--- src/include/adc_ctrl_defines.svh ---
// timing, width and code constants for the converter control block
// assumes a 10 MHz system clock; included by bare name
`ifndef ADC_CTRL_DEFINES_SVH
`define ADC_CTRL_DEFINES_SVH

`define ADC_BITS           10
`define ADC_MSB_IDX        4'h9
`define ADC_IDX_W          4
`define ADC_MSB_CODE       10'h200
`define ADC_ZERO_CODE      10'h000
`define CLK_PERIOD_NS      100
`define BIT_TRIAL_NS       2000
`define BIT_TRIAL_CYCLES   ((`BIT_TRIAL_NS + `CLK_PERIOD_NS - 1) / `CLK_PERIOD_NS)
`define CONV_CYCLES        (`ADC_BITS * `BIT_TRIAL_CYCLES)
`define DATA_VALID_NS      500
`define DATA_VALID_CYCLES  (`DATA_VALID_NS / `CLK_PERIOD_NS)
`define RELEASE_NS         1500
`define RELEASE_CYCLES     (`RELEASE_NS / `CLK_PERIOD_NS)
`define CLEAR_PULSE_NS     2000
`define CLEAR_PULSE_CYCLES ((`CLEAR_PULSE_NS + `CLK_PERIOD_NS - 1) / `CLK_PERIOD_NS)
`define TIMER_W            5
`define AGE_W              8
`define SYNC_W             3
`define SYNC_BC            0
`define SYNC_OFS           1
`define SYNC_CMP           2
`define SYNC_RESET         3'h5

`endif

--- src/include/adc_ctrl_pkg.sv ---
// types shared by the converter control block
// no dependencies
package adc_ctrl_pkg;

  typedef enum logic [2:0]
  {
    ST_STANDBY,
    ST_CONVERT,
    ST_HALTED,
    ST_SHOW,
    ST_RELEASE
  } ctrl_state_type;

endpackage : adc_ctrl_pkg

--- src/logic/approximation_register.sv ---
// bit-trial sequencer: walks the code msb to lsb on the system clock
// assumes comp_below is already synchronised to clk_sys
`timescale 1ns/1ps
`include "adc_ctrl_defines.svh"

module approximation_register
  import adc_ctrl_pkg::*;
(
  input  wire logic                   clk_sys,
  input  wire logic                   rstn,
  input  wire logic                   start,
  input  wire logic                   clear,
  input  wire logic                   comp_below,
  output logic      [`ADC_BITS-1:0]   trial_code,
  output logic                        busy,
  output logic                        finish
);

  logic [`ADC_BITS-1:0]  code_reg,  code_next;
  logic [`ADC_IDX_W-1:0] idx_reg,   idx_next;
  logic [`TIMER_W-1:0]   tick_reg,  tick_next;
  logic                  busy_reg,  busy_next;
  logic                  fin_reg,   fin_next;
  logic [`AGE_W-1:0]     age_reg;

  wire trial_end = busy_reg && (tick_reg == `TIMER_W'(`BIT_TRIAL_CYCLES - 1));
  wire last_bit  = (idx_reg == `ADC_IDX_W'(0));

  // settle decision for the bit under trial, then arm the next one
  function automatic logic [`ADC_BITS-1:0] decide
  (
    input logic [`ADC_BITS-1:0]  code,
    input logic [`ADC_IDX_W-1:0] idx,
    input logic                  keep,
    input logic                  next_on
  );
    logic [`ADC_BITS-1:0] c;
    c      = code;
    c[idx] = keep;
    if (next_on && idx != `ADC_IDX_W'(0))
    begin
      c[idx - `ADC_IDX_W'(1)] = 1'b1;
    end
    return c;
  endfunction : decide

  always_comb
  begin
    code_next = code_reg;
    idx_next  = idx_reg;
    tick_next = tick_reg;
    busy_next = busy_reg;
    fin_next  = 1'b0;
    if (clear)
    begin
      busy_next = 1'b0;
      code_next = `ADC_ZERO_CODE;
    end
    else if (start)
    begin
      code_next = `ADC_MSB_CODE;
      idx_next  = `ADC_MSB_IDX;
      tick_next = '0;
      busy_next = 1'b1;
    end
    else if (trial_end)
    begin
      code_next = decide(code_reg, idx_reg, comp_below, !last_bit);
      tick_next = '0;
      if (last_bit)
      begin
        busy_next = 1'b0;
        fin_next  = 1'b1;
      end
      else
      begin
        idx_next = idx_reg - `ADC_IDX_W'(1);
      end
    end
    else if (busy_reg)
    begin
      tick_next = tick_reg + `TIMER_W'(1);
    end
  end

  always_ff @(posedge clk_sys or negedge rstn)
  begin
    if (!rstn)
    begin
      code_reg <= '0;
      idx_reg  <= '0;
      tick_reg <= '0;
      busy_reg <= 1'b0;
      fin_reg  <= 1'b0;
    end
    else
    begin
      code_reg <= code_next;
      idx_reg  <= idx_next;
      tick_reg <= tick_next;
      busy_reg <= busy_next;
      fin_reg  <= fin_next;
    end
  end

  // helper: cycles since start, for the bounded-time check
  always_ff @(posedge clk_sys or negedge rstn)
  begin
    if (!rstn)
      age_reg <= '0;
    else if (start || !busy_reg)
      age_reg <= '0;
    else
      age_reg <= age_reg + `AGE_W'(1);
  end

  assign trial_code = code_reg;
  assign busy       = busy_reg;
  assign finish     = fin_reg;

  localparam int CONV_MAX = `CONV_CYCLES;
endmodule : approximation_register

--- src/logic/adc_blank_convert_control.sv ---
// blank/convert control and three-state result outputs of a 10-bit converter
// assumes all pin inputs are asynchronous; the analog comparator output is one
// of them and the trial code drives an external current dac
`timescale 1ns/1ps
`include "adc_ctrl_defines.svh"

module adc_blank_convert_control
  import adc_ctrl_pkg::*;
(
  input  wire logic                  clk_sys,
  input  wire logic                  rstn,
  input  wire logic                  blank_convert_n,
  input  wire logic                  offset_open,
  input  wire logic                  comp_below,
  output logic      [`ADC_BITS-1:0]  dac_code,
  output logic                       bipolar_offset_en,
  output logic      [`ADC_BITS-1:0]  result_out,
  output logic                       result_oe,
  output logic                       conversion_done_n
);

  // two-stage synchronisers for every pin input
  logic [`SYNC_W-1:0] sync1_reg;
  logic [`SYNC_W-1:0] sync2_reg;
  wire  [`SYNC_W-1:0] pins_in = {comp_below, offset_open, blank_convert_n};

  // offset select resets to unipolar so range control does not blip after reset
  localparam logic [`SYNC_W-1:0] SYNC_RST = `SYNC_RESET;

  genvar g;
  generate
    for (g = 0; g < `SYNC_W; g++)
    begin : gen_sync
      always_ff @(posedge clk_sys or negedge rstn)
      begin
        if (!rstn)
        begin
          sync1_reg[g] <= SYNC_RST[g];
          sync2_reg[g] <= SYNC_RST[g];
        end
        else
        begin
          sync1_reg[g] <= pins_in[g];
          sync2_reg[g] <= sync1_reg[g];
        end
      end
    end
  endgenerate

  wire bc_high  = sync2_reg[`SYNC_BC];
  wire ofs_open = sync2_reg[`SYNC_OFS];
  wire cmp_lo   = sync2_reg[`SYNC_CMP];

  ctrl_state_type       state_reg,  state_next;
  logic [`TIMER_W-1:0]  timer_reg,  timer_next;
  logic [`ADC_BITS-1:0] result_reg, result_next;
  logic                 oe_reg,     oe_next;
  logic                 done_n_reg, done_n_next;
  logic                 bip_reg;
  logic                 seq_start;
  logic                 seq_clear;

  wire [`ADC_BITS-1:0] trial_code;
  wire                 seq_busy;
  wire                 seq_finish;

  approximation_register u_trials
  (
    .clk_sys    (clk_sys),
    .rstn       (rstn),
    .start      (seq_start),
    .clear      (seq_clear),
    .comp_below (cmp_lo),
    .trial_code (trial_code),
    .busy       (seq_busy),
    .finish     (seq_finish)
  );

  wire release_end = (timer_reg == `TIMER_W'(`RELEASE_CYCLES - 1));
  wire clear_reach = (timer_reg == `TIMER_W'(`CLEAR_PULSE_CYCLES - 1));

  // clear only while the line stays high, else a restart from halt is swallowed
  assign seq_clear = (state_reg == ST_HALTED) && bc_high;

  always_comb
  begin
    state_next  = state_reg;
    timer_next  = timer_reg;
    result_next = result_reg;
    oe_next     = oe_reg;
    done_n_next = done_n_reg;
    seq_start   = 1'b0;
    case (state_reg)
      ST_STANDBY:
      begin
        oe_next     = 1'b0;
        done_n_next = 1'b1;
        if (!bc_high)
        begin
          seq_start  = 1'b1;
          state_next = ST_CONVERT;
        end
      end
      ST_CONVERT:
      begin
        // outputs keep whatever they showed when the conversion began
        if (bc_high)
        begin
          timer_next = '0;
          state_next = ST_HALTED;
        end
        else if (seq_finish)
        begin
          result_next = trial_code;
          oe_next     = 1'b1;
          done_n_next = 1'b0;
          state_next  = ST_SHOW;
        end
      end
      ST_HALTED:
      begin
        // a short blip restarts at once; a long one parks the converter cleared
        if (!bc_high)
        begin
          seq_start  = 1'b1;
          state_next = ST_CONVERT;
        end
        else if (clear_reach)
        begin
          state_next = ST_STANDBY;
        end
        else
        begin
          timer_next = timer_reg + `TIMER_W'(1);
        end
      end
      ST_SHOW:
      begin
        if (bc_high)
        begin
          timer_next = '0;
          state_next = ST_RELEASE;
        end
      end
      ST_RELEASE:
      begin
        // low levels here are not honoured until blanking completes
        if (release_end)
        begin
          oe_next     = 1'b0;
          done_n_next = 1'b1;
          state_next  = ST_STANDBY;
        end
        else
        begin
          timer_next = timer_reg + `TIMER_W'(1);
        end
      end
      default:
      begin
        state_next = ST_STANDBY;
      end
    endcase
  end

  always_ff @(posedge clk_sys or negedge rstn)
  begin
    if (!rstn)
    begin
      state_reg  <= ST_STANDBY;
      timer_reg  <= '0;
      result_reg <= '0;
      oe_reg     <= 1'b0;
      done_n_reg <= 1'b1;
    end
    else
    begin
      state_reg  <= state_next;
      timer_reg  <= timer_next;
      result_reg <= result_next;
      oe_reg     <= oe_next;
      done_n_reg <= done_n_next;
    end
  end

  // range select is static; the offset current shifts the code by half scale
  always_ff @(posedge clk_sys or negedge rstn)
  begin
    if (!rstn)
      bip_reg <= 1'b0;
    else
      bip_reg <= ofs_open;
  end

  assign dac_code          = trial_code;
  assign bipolar_offset_en = bip_reg;
  assign result_out        = result_reg;
  assign result_oe         = oe_reg;
  assign conversion_done_n = done_n_reg;

  localparam int DV_MAX  = `DATA_VALID_CYCLES;
  localparam int REL_CYC = `RELEASE_CYCLES;
  localparam int CLR_CYC = `CLEAR_PULSE_CYCLES;
endmodule : adc_blank_convert_control

--- config.mk ---
export PLATFORM = sky130hd
export DESIGN_NAME = adc_blank_convert_control
export DESIGN_NICKNAME = d
export VERILOG_FILES = /design/src/include/adc_ctrl_pkg.sv /design/src/logic/approximation_register.sv /design/src/logic/adc_blank_convert_control.sv
export VERILOG_INCLUDE_DIRS = /design/src /design/src/include
export SDC_FILE = /design/constraint.sdc
export NUM_CORES = 1
export LEC_CHECK = 0
export BUFFER_PORTS_ARGS = -buffer_cell sky130_fd_sc_hd__buf_2
export CAP_MARGIN = 30
export CELL_PAD_IN_SITES_DETAIL_PLACEMENT = 0
export CELL_PAD_IN_SITES_GLOBAL_PLACEMENT = 1
export CORE_MARGIN = 2
export CORE_UTILIZATION = 30
export CTS_CLUSTER_DIAMETER = 100
export DETAILED_ROUTE_END_ITERATION = 8
export GPL_ROUTABILITY_DRIVEN = 0
export GPL_TIMING_DRIVEN = 0
export HOLD_SLACK_MARGIN = 0.1
export PLACE_DENSITY_LB_ADDON = 0.1
export SKIP_LAST_GASP = 1
export SLEW_MARGIN = 15
export SYNTH_ARGS = -nofsm -noshare
export SYNTH_HDL_FRONTEND = slang
export SYNTH_HIERARCHICAL = 1
export SYNTH_SLANG_ARGS = --single-unit
--- constraint.sdc ---
create_clock -name clk_sys -period 2.2 [get_ports clk_sys]
set_input_delay 0.44 -clock clk_sys [delete_from_list [all_inputs] [get_ports clk_sys]]
set_output_delay 0.44 -clock clk_sys [all_outputs]
set_load 0.02 [all_outputs]
==> out/results.ini <==
[clock_tree]
cts_root_buf = clkbuf_8
cts_tree = done
htreeDepth = 2
clk_pin_slew_ns = 0.10
cts_buffers = 5
clock_path_buffers = 2
clk_latency_ns = 0.31
postCtsSetupRepairBufs = 0
holdBufCountCts = 0
cts.sink_count = 48

[place]
dp_slack_ns = 0.111
dpl-instance-area_um2 = 2940
port_buffers = 27
placed_cells = 379
dpl.hpwl_um = 4460

[synth]
yosysTopAreaCell = dfrtp_1
ys_async_sr_fraction_pct = 100
synthSimpleGateAreaFrac_pct = 19.2
syn_avg_cell_area_um2 = 10.9
ys_top_cells_by_area = dfrtp_1, mux2_4, dfstp_2, ha_1, mux2i_1
seq_area_frac_synth_pct = 45.6
netlist.area_leader.share_pct = 40.6
ys_ff_latch = 48
synth_compound_area_share_pct = 14.4
synthCells = 243
synth_top_family_by_area = simple AND/OR/NAND/NOR gates
synthFlopType = dfrtp_1
synth_cell_types = 63
synth_xor_area_share_pct = 1.65
muxShareOfSynthArea_pct = 9.40
synthAdderAreaFrac_pct = 4.25
yosysWarnings = 6
syn_area_um2 = 2650
synth_edf_count = 0
synth_fp_nets = 257

[worst_setup_path]
arrival_ns = 2.28
crit_path_start_kind = register
cp.required_ns = 2.40
critPathMaxFanout = 10
crit_path_end_kind = register
setup.worst_path.class = register to register
regToRegSetupSlack_ns = 0.12
timing.rr.start = bc_high
r2r_end = u_trials/trial_code[3]
r2r_cells = 6

[sta]
rsz0062_at_grt = true
fin_crit_sh_pct = 94.4
worst_pin_slew_ns = 0.576
slew-limit-headroom_pct = 61.6
drv_slew = 0
fmax_mhz = 482
min_period_ns = 2.08
setup_slack_ns = 0.124
final.setup.tns_ns = 0
holdWs_ns = 0.110
finalHoldViolCount = 0
setup_viol = 0
skew_ns = 0.0124

[job]
cap_violations = 0

[layout]
final_cell_mix = dfrtp_1, buf_2, nor2_1
fin_cells = 387
area_growth_pct = 16.2
drive_above_1_share_pct = 30.1
layout_commonest_cell = dfrtp_1
final_cell_area_um2 = 3080
fin_nets = 292
final_util_pct = 35.7
multi_input_area_um2 = 1300
register_area_um2 = 1210
antenna_cells = 0
fillers = 884

[floorplanning]
die-area_um2 = 9600
core_um2 = 8640
start_util_pct = 30.7
boundaryPins = 28
rows = 34
die_y_um = 98.0
fp.dieW_um = 98.0

[power]
p_leak_nw = 1.44
total_power_mw = 2.25
ir_drop_mv = 0.243
p_per_area_nw_per_um2 = 731

[detailed_routing]
wire_per_inst_um = 16.3
drc = 0
viasPerCell = 5.07
vias = 1962
drt_iter0_markers = 97
wirelength_um = 6300
postRouteAntennaNets = 0
first_pass_iters = 4

[hold_path]
hold_class = input pin to asynchronous set/reset pin

[global_route]
antenna_found_initial = 0
track_usage_pct = 13.7
grt_overflow_total = 0
grt_pass1_vias = 1939
grt_first_pass_wirelength_um = 10700
grt_start_max_net_pins = 26

[status]
outcome = completed

==> routing by layer <==
metal	vias to the layer above	wire (um)	track usage (%)
li1	960	-	-
met1	934	3110	19.4
met2	56	2800	21.1
met3	12	253	2.65
met4	0	138	4.70
met5	-	0	0
==> where the power goes <==
group	internal [mW]	leakage (nW)	total (mW)	switching, mW
Combinational	0.172	0.753	0.406	0.234
Clock	0.458	0.0687	0.787	0.329
Sequential	0.969	0.617	1.06	0.0892
==> what timing repair did <==
action	4_1_cts	5_1_grt
resized for setup	0	1
setup endpoints to repair	0	1
hold endpoints to repair	0	0
==> critical path, cell delays in order, from the launching register on <==
cell	delay, ns
dfstp_2	0.54
buf_2	0.20
nor3_1	0.06
clkbuf_1	0.24
or2_2	0.35
clkbuf_1	0.26
a311oi_1	0.31
==> layout make-up <==
class	instances	area share (%)
Multi-Input combinational cell	168	42.1
Sequential cell	48	39.2
Timing Repair Buffer	28	5.04
Tap cell	108	4.39
Buffer	17	3.61
Clock buffer	5	2.23
Clock inverter	3	2.23
Inverter	10	1.22
==> cells by family (layout without fill, tap and decap cells) <==
| logic type | after synthesis | count (layout) |
|---|---|---|
| buffers and inverters | 27 | 63 |
| XOR/XNOR | 5 | 5 |
| AO/OA/AOI/OAI | 50 | 50 |
| multiplexers | 20 | 20 |
| flip-flops | 48 | 48 |
| AND/OR/NAND/NOR | 84 | 84 |
| adder cells (fa/ha/maj) | 9 | 9 |
==> Yosys cell counts, drive strengths merged, types with 2 or more instances <==
cell type / instances
xnor2: 2
a21o: 2
a21oi: 6
dfstp: 5
a31oi: 2
o21ai: 9
o2bb2ai: 3
and3: 3
nand2: 9
and2b: 2
a311oi: 5
nand3: 12
o41ai: 2
xor2: 3
nor2b: 2
or2: 2
dfrtp: 43
nor4b: 3
clkbuf: 3
inv: 10
mux2i: 8
nand3b: 3
ha: 9
nor2: 19
a41oi: 3
o22ai: 6
buf: 14
o32ai: 2
and4bb: 2
nor3: 10
mux2: 12
nand4: 4
nand2b: 5
==> worst max path at each step <==
stage	startpoint	end	slack, ns	cells past startpoint
4_1_cts	bc_high	u_trials/idx_reg[0]	0.07	6
5_1_grt	bc_high	u_trials/tick_reg[4]	-0.003	8
2_1_floorplan	u_trials/idx_reg[0]	u_trials/idx_reg[0]	0.39	8
3_3_place_gp	bc_high	u_trials/idx_reg[0]	0.08	6
3_5_place_dp	bc_high	u_trials/idx_reg[0]	0.11	6
6_report	bc_high	u_trials/trial_code[3]	0.12	6
No activity file was read; power rests on OpenSTA's default activity.
